[config.mk]
export PLATFORM = sky130hd
export DESIGN_NAME = solsr_top
export DESIGN_NICKNAME = d
export VERILOG_FILES = /design/src/hw/solsr_pkg.sv /design/src/hw/solsr_bus_if.sv /design/src/hw/solsr_serial.sv /design/src/hw/solsr_top.sv
export SDC_FILE = /design/constraint.sdc
export NUM_CORES = 1
export LEC_CHECK = 0
export ABC_AREA = 1
export BUFFER_PORTS_ARGS = -buffer_cell sky130_fd_sc_hd__buf_2
export CAP_MARGIN = 20
export CORE_MARGIN = 3
export CORE_UTILIZATION = 39
export CTS_BUF_LIST = sky130_fd_sc_hd__clkbuf_2
export DETAILED_ROUTE_END_ITERATION = 8
export PLACE_DENSITY = 0.61
export SLEW_MARGIN = 20
export SYNTH_ARGS = -nofsm -noshare
export SYNTH_HDL_FRONTEND = slang
export SYNTH_HIERARCHICAL = 1
export SYNTH_SLANG_ARGS = --single-unit
export TNS_END_PERCENT = 1
[constraint.sdc]
create_clock -name clk_sys_i -period 1.7 [get_ports clk_sys_i]
set_input_delay 0.085 -clock clk_sys_i [delete_from_list [all_inputs] [get_ports clk_sys_i]]
set_output_delay 0.085 -clock clk_sys_i [all_outputs]
set_load 0.01 [all_outputs]
[src/hw/solsr_pkg.sv]
// constants and helpers for the synthesizer output, lock and status register bank
// Functional notes
// - bits 7:6 select secondary output power
// - bit 5 enables primary RF output
// - bits 4:3 select primary output power
// - address 100 loads output-stage word
// - address 101 lock word, reset 00400005h
// - bit 24 forces integer mode at zero fraction
// - bits 23:22 pick lock pin function
// - bit 18 is test pin select MSB
// - address 110 status word is read-only
// - status bit 23 set until readback done
// - status bits 22:20 carry tuning reading
// - status bits 8:3 carry active core index
// - status bits 2:0 read back 110
// - status shifted out during host readback
package solsr_pkg;
   localparam int          WORD_W           = 32;
   localparam int          ADDR_W           = 3;
   localparam int          PWR_W            = 2;
   localparam int          TUNE_W           = 3;
   localparam int          CORE_W           = 6;
   localparam int          SEL_LOW_W        = 3;
   localparam int          DBM_W            = 4;
   localparam logic [2:0]  ADDR_OUT_STAGE   = 3'h4;
   localparam logic [2:0]  ADDR_LOCK_MODE   = 3'h5;
   localparam logic [2:0]  ADDR_STATUS      = 3'h6;
   localparam int          OUT_SEC_PWR_LSB  = 6;
   localparam int          OUT_PRI_EN_BIT   = 5;
   localparam int          OUT_PRI_PWR_LSB  = 3;
   localparam int          LOCK_INT_SEL_BIT = 24;
   localparam int          LOCK_PIN_LSB     = 22;
   localparam int          LOCK_SEL_MSB_BIT = 18;
   localparam int          ST_FRESH_BIT     = 23;
   localparam int          ST_TUNE_LSB      = 20;
   localparam int          ST_CORE_LSB      = 3;
   localparam logic [31:0] OUT_STAGE_RESET  = 32'h0000_0004;
   localparam logic [31:0] LOCK_MODE_RESET  = 32'h0040_0005;
   localparam logic [1:0]  LOCK_PIN_LOW     = 2'h0;
   localparam logic [1:0]  LOCK_PIN_DIGITAL = 2'h1;
   localparam logic [1:0]  LOCK_PIN_ANALOG  = 2'h2;
   localparam logic [1:0]  LOCK_PIN_HIGH    = 2'h3;
   localparam logic [5:0]  RB_LAST_IDX      = 6'h1F;

   // power code to signed dBm: -4, -1, +2, +5
   function automatic logic signed [3:0] power_dbm(input logic [1:0] code);
      logic signed [3:0] dbm;
      dbm = 4'sh0;
      unique case (code)
         2'h0: dbm = -4'sd4;
         2'h1: dbm = -4'sd1;
         2'h2: dbm = 4'sd2;
         2'h3: dbm = 4'sd5;
      endcase
      return dbm;
   endfunction
endpackage

[src/hw/solsr_bus_if.sv]
// carrier between the serial port and the register bank
`timescale 1ns/1ps
`default_nettype none
interface solsr_bus_if;
   logic [31:0] word;
   logic        word_valid;
   logic [31:0] status_word;
   logic        rb_active;
   logic        rb_bit;
   logic        rb_done;
   modport port (output word, word_valid, rb_active, rb_bit, rb_done, input status_word);
   modport regs (input word, word_valid, rb_active, rb_bit, rb_done, output status_word);
endinterface
`default_nettype wire

[src/hw/solsr_serial.sv]
// serial shifter: word capture at load edge and status readback shift-out
`timescale 1ns/1ps
`default_nettype none
module solsr_serial (
   // clock and reset
   input  wire logic        clk_sys_i,
   input  wire logic        resetn_i,
   // serial pins
   input  wire logic        ser_clk_i,
   input  wire logic        ser_data_i,
   input  wire logic        ser_le_i,
   // to register bank
   solsr_bus_if.port        bus
);
   typedef enum logic {SOLSR_RB_IDLE, SOLSR_RB_SHIFT} solsr_rb_state_t;

   solsr_rb_state_t state_reg, state_next;
   logic        sclk_q_reg, sclk_q_next;
   logic        le_q_reg,   le_q_next;
   logic [31:0] shift_reg,  shift_next;
   logic [31:0] word_reg,   word_next;
   logic        valid_reg,  valid_next;
   logic [31:0] rb_reg,     rb_next;
   logic [5:0]  cnt_reg,    cnt_next;
   logic        done_reg,   done_next;
   logic        sclk_rise;
   logic        le_rise;

   always_comb begin
      sclk_rise   = ser_clk_i & ~sclk_q_reg;
      le_rise     = ser_le_i & ~le_q_reg;
      sclk_q_next = ser_clk_i;
      le_q_next   = ser_le_i;
      shift_next  = shift_reg;
      // bits shifted while load enable is low, msb first
      if (sclk_rise && !ser_le_i) begin
         shift_next = {shift_reg[30:0], ser_data_i};
      end
      valid_next = le_rise;
      word_next  = le_rise ? shift_reg : word_reg;
      state_next = state_reg;
      rb_next    = rb_reg;
      cnt_next   = cnt_reg;
      done_next  = 1'b0;
      unique case (state_reg)
         SOLSR_RB_IDLE: begin
            // status snapshot taken at the load edge, so the word is coherent
            if (le_rise && shift_reg[2:0] == solsr_pkg::ADDR_STATUS) begin
               rb_next    = bus.status_word;
               cnt_next   = '0;
               state_next = SOLSR_RB_SHIFT;
            end
         end
         SOLSR_RB_SHIFT: begin
            // load edges during a readback are not rescanned for another readback
            if (sclk_rise) begin
               rb_next  = {rb_reg[30:0], 1'b0};
               cnt_next = cnt_reg + 6'h1;
               if (cnt_reg == solsr_pkg::RB_LAST_IDX) begin
                  state_next = SOLSR_RB_IDLE;
                  done_next  = 1'b1;
               end
            end
         end
      endcase
   end

   always_ff @(posedge clk_sys_i) begin
      if (!resetn_i) begin
         state_reg  <= SOLSR_RB_IDLE;
         sclk_q_reg <= 1'b0;
         le_q_reg   <= 1'b0;
         shift_reg  <= '0;
         word_reg   <= '0;
         valid_reg  <= 1'b0;
         rb_reg     <= '0;
         cnt_reg    <= '0;
         done_reg   <= 1'b0;
      end else begin
         state_reg  <= state_next;
         sclk_q_reg <= sclk_q_next;
         le_q_reg   <= le_q_next;
         shift_reg  <= shift_next;
         word_reg   <= word_next;
         valid_reg  <= valid_next;
         rb_reg     <= rb_next;
         cnt_reg    <= cnt_next;
         done_reg   <= done_next;
      end
   end

   assign bus.word       = word_reg;
   assign bus.word_valid = valid_reg;
   assign bus.rb_active  = (state_reg == SOLSR_RB_SHIFT);
   assign bus.rb_bit     = rb_reg[31];
   assign bus.rb_done    = done_reg;
endmodule
`default_nettype wire

[src/hw/solsr_top.sv]
// register bank for output stage, lock and mode, and status readback
`timescale 1ns/1ps
`default_nettype none
module solsr_top (
   // clock and reset
   input  wire logic       clk_sys_i,
   input  wire logic       resetn_i,
   // serial control pins
   input  wire logic       ser_clk_i,
   input  wire logic       ser_data_i,
   input  wire logic       ser_le_i,
   // synthesizer state
   input  wire logic       dig_lock_i,
   input  wire logic       ana_lock_i,
   input  wire logic       frac_zero_i,
   input  wire logic [2:0] test_sel_low_i,
   input  wire logic       test_fn_i,
   input  wire logic [2:0] tuning_voltage_reading_i,
   input  wire logic [5:0] active_core_i,
   // output stage controls
   output logic            primary_output_enable_o,
   output logic [1:0]      primary_output_power_o,
   output logic [1:0]      secondary_output_power_o,
   output logic [3:0]      primary_power_dbm_o,
   output logic [3:0]      secondary_power_dbm_o,
   // lock and mode
   output logic            int_mode_o,
   output logic            lock_detect_pin_o,
   output logic [3:0]      test_pin_select_o,
   output logic            multiplexed_test_pin_o
);
   solsr_bus_if bus ();

   solsr_serial u_serial (
      .clk_sys_i  (clk_sys_i),
      .resetn_i   (resetn_i),
      .ser_clk_i  (ser_clk_i),
      .ser_data_i (ser_data_i),
      .ser_le_i   (ser_le_i),
      .bus        (bus.port)
   );

   logic [31:0] out_stage_reg, out_stage_next;
   logic [31:0] lock_mode_reg, lock_mode_next;
   logic        fresh_reg,     fresh_next;
   logic [2:0]  wr_addr;
   logic [1:0]  lock_detect_select;
   logic        zero_fraction_integer_select;
   logic        test_pin_select_msb;
   logic [1:0]  primary_output_power;
   logic [1:0]  secondary_output_power;

   // register writes and defaults flag
   always_comb begin
      wr_addr        = bus.word[solsr_pkg::ADDR_W-1:0];
      out_stage_next = out_stage_reg;
      lock_mode_next = lock_mode_reg;
      fresh_next     = fresh_reg;
      if (bus.word_valid) begin
         unique case (wr_addr)
            solsr_pkg::ADDR_OUT_STAGE: out_stage_next = bus.word;
            solsr_pkg::ADDR_LOCK_MODE: lock_mode_next = bus.word;
            // reserved lock bits are stored as written; host keeps them zero
            default: ;
         endcase
      end
      // only reset sets the flag, so no set and clear can collide
      if (bus.rb_done) begin
         fresh_next = 1'b0;
      end
   end

   always_ff @(posedge clk_sys_i) begin
      if (!resetn_i) begin
         out_stage_reg <= solsr_pkg::OUT_STAGE_RESET;
         lock_mode_reg <= solsr_pkg::LOCK_MODE_RESET;
         fresh_reg     <= 1'b1;
      end else begin
         out_stage_reg <= out_stage_next;
         lock_mode_reg <= lock_mode_next;
         fresh_reg     <= fresh_next;
      end
   end

   // field views
   always_comb begin
      secondary_output_power = out_stage_reg[solsr_pkg::OUT_SEC_PWR_LSB +: solsr_pkg::PWR_W];
      primary_output_power   = out_stage_reg[solsr_pkg::OUT_PRI_PWR_LSB +: solsr_pkg::PWR_W];
      lock_detect_select     = lock_mode_reg[solsr_pkg::LOCK_PIN_LSB +: 2];
      zero_fraction_integer_select = lock_mode_reg[solsr_pkg::LOCK_INT_SEL_BIT];
      test_pin_select_msb    = lock_mode_reg[solsr_pkg::LOCK_SEL_MSB_BIT];
   end

   // status word, live; the serial side snapshots it at the readback request
   always_comb begin
      bus.status_word = '0;
      bus.status_word[solsr_pkg::ST_FRESH_BIT] = fresh_reg;
      bus.status_word[solsr_pkg::ST_TUNE_LSB +: solsr_pkg::TUNE_W] =
         tuning_voltage_reading_i;
      bus.status_word[solsr_pkg::ST_CORE_LSB +: solsr_pkg::CORE_W] = active_core_i;
      bus.status_word[solsr_pkg::ADDR_W-1:0] = solsr_pkg::ADDR_STATUS;
   end

   // output flops
   logic       pri_en_next;
   logic [1:0] pri_pwr_next;
   logic [1:0] sec_pwr_next;
   logic [3:0] pri_dbm_next;
   logic [3:0] sec_dbm_next;
   logic       int_mode_next;
   logic       lock_pin_next;
   logic [3:0] test_sel_next;
   logic       test_pin_next;

   always_comb begin
      pri_en_next   = out_stage_reg[solsr_pkg::OUT_PRI_EN_BIT];
      pri_pwr_next  = primary_output_power;
      sec_pwr_next  = secondary_output_power;
      pri_dbm_next  = solsr_pkg::power_dbm(primary_output_power);
      sec_dbm_next  = solsr_pkg::power_dbm(secondary_output_power);
      int_mode_next = frac_zero_i & zero_fraction_integer_select;
      lock_pin_next = 1'b0;
      unique case (lock_detect_select)
         solsr_pkg::LOCK_PIN_LOW:     lock_pin_next = 1'b0;
         solsr_pkg::LOCK_PIN_DIGITAL: lock_pin_next = dig_lock_i;
         solsr_pkg::LOCK_PIN_ANALOG:  lock_pin_next = ana_lock_i;
         solsr_pkg::LOCK_PIN_HIGH:    lock_pin_next = 1'b1;
      endcase
      test_sel_next = {test_pin_select_msb, test_sel_low_i};
      // readback owns the pin for its duration
      test_pin_next = bus.rb_active ? bus.rb_bit : test_fn_i;
   end

   always_ff @(posedge clk_sys_i) begin
      if (!resetn_i) begin
         primary_output_enable_o  <= 1'b0;
         primary_output_power_o   <= '0;
         secondary_output_power_o <= '0;
         primary_power_dbm_o      <= '0;
         secondary_power_dbm_o    <= '0;
         int_mode_o               <= 1'b0;
         lock_detect_pin_o        <= 1'b0;
         test_pin_select_o        <= '0;
         multiplexed_test_pin_o   <= 1'b0;
      end else begin
         primary_output_enable_o  <= pri_en_next;
         primary_output_power_o   <= pri_pwr_next;
         secondary_output_power_o <= sec_pwr_next;
         primary_power_dbm_o      <= pri_dbm_next;
         secondary_power_dbm_o    <= sec_dbm_next;
         int_mode_o               <= int_mode_next;
         lock_detect_pin_o        <= lock_pin_next;
         test_pin_select_o        <= test_sel_next;
         multiplexed_test_pin_o   <= test_pin_next;
      end
   end
endmodule
`default_nettype wire

Word level (Yosys, flattened, before mapping)
Cells that the tools add are included.
- bitwise logic cells: 6
- $add $sub $neg: 1
- mux-type cells: 15
- reduce and logical (&&, ||, !) cells: 10
- equal/unequal tests: 15
- operators by type and width (kind ; number):
    $mux W32 ; 2
    $pmux W32 S2 ; 1
    $pmux W4 S4 ; 2
    $eq A2 B2 Y1 const B ; 6
    $mux W6 ; 2
    $pmux W6 S2 ; 1
    $eq A3 B3 Y1 const B ; 3
    $add A6 B1 Y6 const B ; 1
    $eq A2 B1 Y1 const B ; 3
    $eq A6 B5 Y1 const B ; 1
    $logic_not A2 Y1 ; 3
    $reduce_and A2 Y1 ; 3
    $mux W1 ; 5
    $pmux W1 S4 ; 1
    $and A1 B1 Y1 ; 3
    $not A1 Y1 ; 3
    $reduce_and A3 Y1 ; 1
    $logic_and A1 B1 Y1 ; 2
    $ne A2 B1 Y1 const B ; 1
    $ne A2 B2 Y1 const B ; 1
    $pmux W1 S2 ; 1
    $logic_not A1 Y1 ; 1
- output and inout bits: 20
- logic and storage cells: 68
- register bits after elaboration: 147
- bits of input ports: 21

Logic depth before layout (Yosys ltp)
Gate-level depths: netlist of run 1.
- word-level depth: 5
- mapped depth: 8

By module
Netlist of run 1, hierarchy kept.
- modules (own cells, without submodules) (module ; instances ; area an instance (um^2) ; cells each):
    solsr_serial ; 1 ; 4488.1 ; 654
    solsr_top ; 1 ; 1163.6 ; 144

Worst setup path after synthesis of run 1
Ideal clock, no wire load.
- path type: flip-flop to flip-flop
- start point: reg u_serial.sclk_q_reg
- end point: reg u_serial.shift_reg[21]
- required time: 1.588 ns
- arrival time: 1.104 ns
- stages on the path, launching flop included: 9
- path slack: 0.484 ns
- setup time: 0.112 ns
- cell sequence: dfxtp_1 > inv_1 > nand2_2 > or2_1 > clkbuf_2 > buf_6 > buf_6 > nor2_2 > nor2_1
- word-level cells in the longest chain between the ends: 3
- ends and longest elaborated chain (item ; RTL line ; source):
    start: declaration ; solsr_serial.sv:18 ; logic sclk_q_reg, sclk_q_next;
    start signal: assignment ; solsr_serial.sv:81 ; sclk_q_reg <= sclk_q_next;
    $not A1 Y1 ; solsr_serial.sv:30 ; sclk_rise = ser_clk_i & ~sclk_q_reg;
    $and A1 B1 Y1 ; solsr_serial.sv:30 ;
    $logic_and A1 B1 Y1 ; solsr_serial.sv:36 ; if (sclk_rise && !ser_le_i) begin
    end signal: assignment ; solsr_serial.sv:83 ; shift_reg <= shift_next;
    end: declaration ; solsr_serial.sv:20 ; logic [31:0] shift_reg, shift_next;
Every way passes these cells.
A chain may end at the register's enable or synchronous reset.

Worst setup path in the final report of run 1
- start point: reg u_serial.le_q_reg
- end point: reg u_serial.rb_reg[21]
- word-level cells in the longest chain between the ends: 5
- ends and longest elaborated chain (item ; RTL line ; source):
    start: declaration ; solsr_serial.sv:19 ; logic le_q_reg, le_q_next;
    start signal: assignment ; solsr_serial.sv:82 ; le_q_reg <= le_q_next;
    $not A1 Y1 ; solsr_serial.sv:31 ; le_rise = ser_le_i & ~le_q_reg;
    $and A1 B1 Y1 ; solsr_serial.sv:31 ;
    $logic_and A1 B1 Y1 ; solsr_serial.sv:48 ; if (le_rise && shift_reg[2:0] == solsr_pkg::ADDR_STATUS) begin
    $ne A2 B1 Y1 (no line) ; n/a ;
    $reduce_and A2 Y1 (no line) ; n/a ;
    end signal: assignment ; solsr_serial.sv:86 ; rb_reg <= rb_next;
    end: declaration ; solsr_serial.sv:23 ; logic [31:0] rb_reg, rb_next;
Every way passes these cells.

==> impl_results.md, run 1 <==
* Remaining antenna violation count at 0
* Syn. warnings at 6
* Final setup margin at 0.1189 ns
* Commonest non-fill, non-tap cell in the layout: nand2_1
* Final setup vio count at 0
* Worst vdd ir at 292.8 µV
* CTS clock-pin slew for the worst setup and hold paths at 0.28 ns
* Leakage at 2.845 nW
* Crit path launch type: register
* Worst Setup End Kind: register
* Chip height at 116.5 µm
* CTS tree: built
* Core area at 0.01166 mm²
* Placed Cells at 869
* Relative slew slack at 48.22%
* DP Worst Slack at 0.1898 ns
* Syn Area/Cell at 6.846 µm²
* Period minus WS final at 1.581 ns
* H-tree Lvls at 3
* Worst min path class: input port to register
* Number of global-route vias before repair at 3668
* Final WL at 9234 µm
* Synthesized area at 0.004765 mm²
* Final worst path period share at 93.00%
* WP data arrival at 2.15 ns
* Clock buffer count from CTS at 9
* CTS root buffer: clkbuf_2
* Pre-Repair DR Iteration Count at 4
* Worst-Margin Slew at 0.7759 ns
* Initial Util at 40.85%
* Path type of the worst setup path: register to register
* Die X-Extent at 116.5 µm
* Status: finished, final reports clean
* CP max stage cell: nor2_2
* Via count at 4043
* Final hold slack at 0.2016 ns
* Global-route wire length before repair at 15820 µm
* Setup tns final at 0 ns
* Max_cap viols at 0
* Slowest stage delay, CP at 0.63 ns
* Vias per Instance at 4.448
* RSZ-0062 raised after global routing: false
* Drc violations at 0
* Fmax at 632.5 MHz
* Most frequent cells in the layout: nand2_1, nor2_1, dfxtp_1
* WL/cell at 10.16 µm
* Final Max Slew Viols at 0
* Worst clock skew at 0.01461 ns
* I/O pins at 41
* Clk_lat worst skew at 0.60 ns
* Final weighted congestion in routability-driven placement at 0.7116
* Fin. Hold Viols at 0
* Req. time, crit path at 2.27 ns
* Clock Tree Buf Depth at 2
* Share of cells above drive strength 1 at 11.36%
* Syn-to-layout area delta at 14.50%
* Post-synthesis cell count at 696
* Largest net degree at the start of global routing at 62
* Num Clock Sinks at 110
* Gates resized, CTS repair at 0
* Die area at 0.01358 mm²
* Critical path peak fanout at 16
* Crit-path cells: inv_1, nand3_1, nor2_2, nor2_2, nor2_1, nor2_1
* Antenna diodes at 0
* Num rows at 39
* Initial antenna violation count at 0
* # port buffers at 40
* Max reg flops at 32
* Initial drt markers at 327
* Non-Filler Instances at 909
* DP HPWL at 5719 µm
* PD cells at 763.1 mW/mm²
* Total global-route track usage at 14.33%
* Nets at 792
* Gr ovfl total at 0
## power by group
group | total (mW) | internal, mW | switching (mW)
logic | 0.381 | 0.158 | 0.223
clock network | 1.07 | 0.208 | 0.864
registers | 2.71 | 2.67 | 0.0398
## routing by layer
metal / global-route usage [%] / wire length, µm / part of all wire [%]
met2: 23.84 / 4223 / 46
met4: 6.498 / 179 / 1.9
met1: 17.91 / 4514 / 49
met3: 2.953 / 316 / 3.4
met5: 0 / 0 / 0
## stage by stage
stage	power (mW)	cell area, µm²	util (%)
CTS	4.239	5449	46.72
finish	4.163	5455	46.78
global route	4.404	5455	46.78
detailed placement	3.093	5116	43.87
global placement	3.086	5116	43.87
floorplan	3.009	4840	-
## worst paths after layout
path	slack [ns]	endpoint	cells past startpoint	startpoint
hold reg to reg	0.43	u_serial/bus.word_valid$_SDFF_PN0_	1	u_serial/le_q_reg$_SDFF_PN0_
setup / recovery	0.12	u_serial/rb_reg[21]$_SDFFE_PN0P_	6	u_serial/le_q_reg$_SDFF_PN0_
hold / removal	0.20	int_mode_o$_SDFF_PN0_	4	frac_zero_i
setup reg to reg	0.12	u_serial/rb_reg[21]$_SDFFE_PN0P_	6	u_serial/le_q_reg$_SDFF_PN0_
## cell type report
type | count | area (µm²)
Timing Repair Buffer | 75 | 535.5
Fill cell | 1211 | 6207
Clock buffer | 10 | 50.05
Multi-Input combinational cell | 465 | 2067
Clock inverter | 5 | 42.54
Tap cell | 143 | 178.9
Inverter | 101 | 379.1
Sequential cell | 110 | 2202
## what timing repair did
item / in CTS / in global routing
setup buffers: 0 / 0
setup endpoints to repair: 0 / 2
hold buffers: 24 / 0
endpoints found under the hold margin: 99 / 0
## critical path, delay by kind of cell (launching register included)
kind / cells / cell delay, ns
flip-flops: 1 / 0.39
buffers and inverters: 1 / 0.05
AND/OR/NAND/NOR: 5 / 1.10
Note: power is estimated with default switching activity, not from simulation.
==> run 2, diff against run 1 <==
--- a/config.mk
+++ b/config.mk
@@ -12,10 +12,9 @@
 export CORE_UTILIZATION = 39
 export CTS_BUF_LIST = sky130_fd_sc_hd__clkbuf_2
 export DETAILED_ROUTE_END_ITERATION = 8
-export PLACE_DENSITY = 0.61
+export PLACE_DENSITY = 0.62
 export SLEW_MARGIN = 20
 export SYNTH_ARGS = -nofsm -noshare
 export SYNTH_HDL_FRONTEND = slang
-export SYNTH_HIERARCHICAL = 1
 export SYNTH_SLANG_ARGS = --single-unit
 export TNS_END_PERCENT = 1
==> run 2 against run 1 <==
Compared with the run above:
- sequential share of layout area increased by 5.3 points
- cell area shrank 12%
- fmax is essentially flat
- critical path type unchanged
- flip-flop and latch count is 1 lower
- critical endpoint is now u_serial.rb_reg[12]$_SDFFE_PN0P_
- via count is 17% lower
- clock power is 26% higher
==> impl_results.md, run 2 <==
* Postcts setup bufs at 0 (unchanged)
* Final Max Slew Viols at 0 (unchanged)
* Yosys reg bits at 109
* Num Clock Sinks at 109 (was 110)
* Min-Delay Endpoint: test_pin_select_o[0]$_SDFF_PN0_ (was int_mode_o$_SDFF_PN0_)
* Global-route wire length before repair at 14080 µm (was 15820 µm)
* Net switching power at 1.038 mW (was 1.127 mW)
* CTS tree: built (unchanged)
* Leakage at 2.139 nW (was 2.845 nW)
* Final core occ at 47.76% (was 46.78%)
* Hold path start: test_sel_low_i[0] (was frac_zero_i)
* Initial Util at 41.12% (was 40.85%)
* Min-Delay Path Depth at 4 (unchanged)
* Int Power at 3.218 mW (was 3.036 mW)
* WP data arrival at 2.11 ns (was 2.15 ns)
* Clk_lat worst skew at 0.60 ns (about the same)
* Placed Cells at 682 (was 869)
* Worst R2R Setup Slack at 0.12 ns (about the same)
* Filler cells at 996 (was 1211)
* Reg power frac at 61.9% (was 65.1%)
* Post-synth top cells: dfxtp_1, nand2_1, inv_1, nor2_1
* Dominant cell type by area after synthesis: dfxtp_1
* Status: finished, final reports clean (unchanged)
* Share of cells above drive strength 1 at 13.68% (was 11.36%)
* Post-synthesis sequential area ratio at 53.07%
* Reg-to-reg startpoint: u_serial.bus.rb_active$_SDFF_PN0_ (was u_serial/le_q_reg$_SDFF_PN0_)
* Net Sw Frac at 24.38% (was 27.07%)
* Period minus WS final at 1.580 ns (was 1.581 ns)
* Path type of the worst setup path: register to register (unchanged)
* Syn-to-layout area delta at 16.16% (was 14.50%)
* Commonest non-fill, non-tap cell in the layout: dfxtp_1 (was nand2_1)
* Req. time, crit path at 2.23 ns (was 2.27 ns)
* Final weighted congestion in routability-driven placement at 0.7499 (was 0.7116)
* Worst clock skew at 0.03164 ns (was 0.01461 ns)
* # port buffers at 40 (unchanged)
* Num rows at 36 (was 39)
* H-tree Lvls at 3 (unchanged)
* Max_cap viols at 0 (unchanged)
* Final WL at 8371 µm (was 9234 µm)
* Most frequent cells in the layout: dfxtp_1, nand2_1, inv_1, nor2_1 (was nand2_1, nor2_1, dfxtp_1)
* Initial antenna violation count at 0 (unchanged)
* Final worst path period share at 92.96% (was 93.00%)
* Gates resized, CTS repair at 0 (unchanged)
* Relative slew slack at 61.40% (was 48.22%)
* CTS clock-pin slew for the worst setup and hold paths at 0.30 ns (was 0.28 ns)
* Synth top area share at 53.07%
* Drc violations at 0 (unchanged)
* PD cells at 891.1 mW/mm² (was 763.1 mW/mm²)
* Critical path peak fanout at 9 (was 16)
* Clock network power share at 31.7% (was 25.8%)
* Vias per Instance at 4.673 (was 4.448)
* Hold-fix buffers, CTS at 20 (was 24)
* Post-synth EDFFs at 0
* Synth cell types at 21
* WL/cell at 11.64 µm (was 10.16 µm)
* Gr ovfl total at 0 (unchanged)
* DP HPWL at 5373 µm (was 5719 µm)
* Nets at 610 (was 792)
* Max reg flops at 31 (was 32)
* CTS root buffer: clkbuf_2 (unchanged)
* Fmax at 632.8 MHz (was 632.5 MHz)
* Chip height at 108.7 µm (was 116.5 µm)
* Number of global-route vias before repair at 3147 (was 3668)
* Reg2reg end: u_serial.rb_reg[12]$_SDFFE_PN0P_ (was u_serial/rb_reg[21]$_SDFFE_PN0P_)
* RSZ-0062 raised after global routing: false (unchanged)
* Count leader, synth: dfxtp_1
* Setup tns final at 0 ns (unchanged)
* Worst min path class: input port to register (unchanged)
* Synthesized area at 0.004111 mm² (was 0.004765 mm²)
* Pre-Repair DR Iteration Count at 5 (was 4)
* Die area at 0.01181 mm² (was 0.01358 mm²)
* Syn Area/Cell at 7.846 µm² (was 6.846 µm²)
* I/O pins at 41 (unchanged)
* Clock Tree Buf Depth at 2 (unchanged)
* Share of flip-flops with an asynchronous set or reset at 0%
* Non-Filler Instances at 719 (was 909)
* Worst-Margin Slew at 0.5777 ns (was 0.7759 ns)
* Synth Flop Type: dfxtp_1
* Post-synthesis cell count at 524 (was 696)
* Initial drt markers at 203 (was 327)
* Top cells by area, synth: dfxtp_1, nand2_1, a21oi_1
* Clock buffer count from CTS at 9 (unchanged)
* Logic pwr share at 6.3% (was 9.1%)
* Die X-Extent at 108.7 µm (was 116.5 µm)
* Via count at 3360 (was 4043)
* Total global-route track usage at 14.85% (was 14.33%)
* Syn Nets at 554
* Worst Setup End Kind: register (unchanged)
* Depth of the most critical reg-to-reg path at 4 (was 6)
* Fin. Hold Viols at 0 (unchanged)
* Syn. warnings at 0 (was 6)
* Largest net degree at the start of global routing at 50 (was 62)
* Final setup vio count at 0 (unchanged)
* Crit path launch type: register (unchanged)
* Core area at 0.01000 mm² (was 0.01166 mm²)
* Worst vdd ir at 329.5 µV (was 292.8 µV)
* Remaining antenna violation count at 0 (unchanged)
[run 2: changes by cell type in the layout (fill, tap and decap cells not counted), moves of 5 or more]
cell and change:
nor2_1 -85, nand2_1 -42, inv_1 -41, a21oi_1 +24
conb_1 -22, o22ai_1 +6, nand3_1 -5, o21ai_0 -5
[run 2: cells by family (layout without fill, tap and decap cells)]
kind of cell | count (synthesis) | in the layout | synth area share (%)
compound gates | 97 | 97 | 11.99
fa+ha+maj | 9 | 9 | 2.739
buf+inv | 85 | 146 | 9.130
flops | 109 | 109 | 53.07
other cells | 0 | 1 | 0
simple gates | 224 | 224 | 23.07
[run 2: area by class of cell]
cell class              count  area (µm²)  share of cell area, %
diodes                      1       2.502                0.05240
clock buffers               9       45.04                 0.9431
clock inverters             7       97.59                  2.043
inverters                  56       210.2                  4.401
multi-input cells         330        1554                  32.54
flip-flops and latches    109        2182                  45.69
well taps                 133       166.4                  3.484
repair buffers             74       518.0                  10.85
[run 2: routing by layer]
layer	vias up	global-route usage [%]	wire length [µm]	part of all wire (%)
met3	12	1.954	289	3.5
met2	56	23.83	3740	45
li1	1782	-	-	-
met1	1510	19.38	4147	50
met4	0	8.115	193	2.3
met5	-	0	0	0
[run 2: worst max-delay path by stage]
| stage | end | from | slack [ns] | cells after the start |
|---|---|---|---|---|
| 6_report | u_serial.rb_reg[12]$_SDFFE_PN0P_ | u_serial.bus.rb_active$_SDFF_PN0_ | 0.12 | 4 |
| 5_1_grt | u_serial.rb_reg[12]$_SDFFE_PN0P_ | u_serial.bus.rb_active$_SDFF_PN0_ | 0.01 | 4 |
| 4_1_cts | u_serial.rb_reg[12]$_SDFFE_PN0P_ | u_serial.bus.rb_active$_SDFF_PN0_ | 0.16 | 4 |
| 3_5_place_dp | u_serial.rb_reg[12]$_SDFFE_PN0P_ | u_serial.bus.rb_active$_SDFF_PN0_ | 0.22 | 4 |
| 3_3_place_gp | u_serial.rb_reg[12]$_SDFFE_PN0P_ | u_serial.bus.rb_active$_SDFF_PN0_ | 0.26 | 4 |
| 2_1_floorplan | u_serial.rb_reg[21]$_SDFFE_PN0P_ | u_serial.bus.rb_active$_SDFF_PN0_ | 0.50 | 9 |
[run 2: through the flow]
stage	instance area (µm²)	hold WS, ns	setup WS [ns]	power, mW
final	4776	0.1865	0.1196	4.256
after floorplan	4111	0.1785	0.5023	2.831
after CTS	4773	0.1425	0.1587	4.305
after detailed placement	4431	0.2737	0.2237	2.917
after global routing	4773	0.1926	0.01181	4.423
after global placement	4431	0.2724	0.2648	2.912
[run 2: critical path: stages, from the launching register on]
cell,delay (ns)
dfxtp_1,0.56
inv_2,0.10
nor2_2,0.38
nand2_1,0.24
o22ai_1,0.21
[run 2: power groups by stage]
stage                     registers [mW]  logic (mW)  clock network (mW)
final                               2.64       0.270                1.35
after global routing                2.65       0.306                1.47
after CTS                           2.64       0.272                1.40
after detailed placement            2.68       0.236                   0
after global placement              2.68       0.233                   0
after floorplan                     2.68       0.147                   0
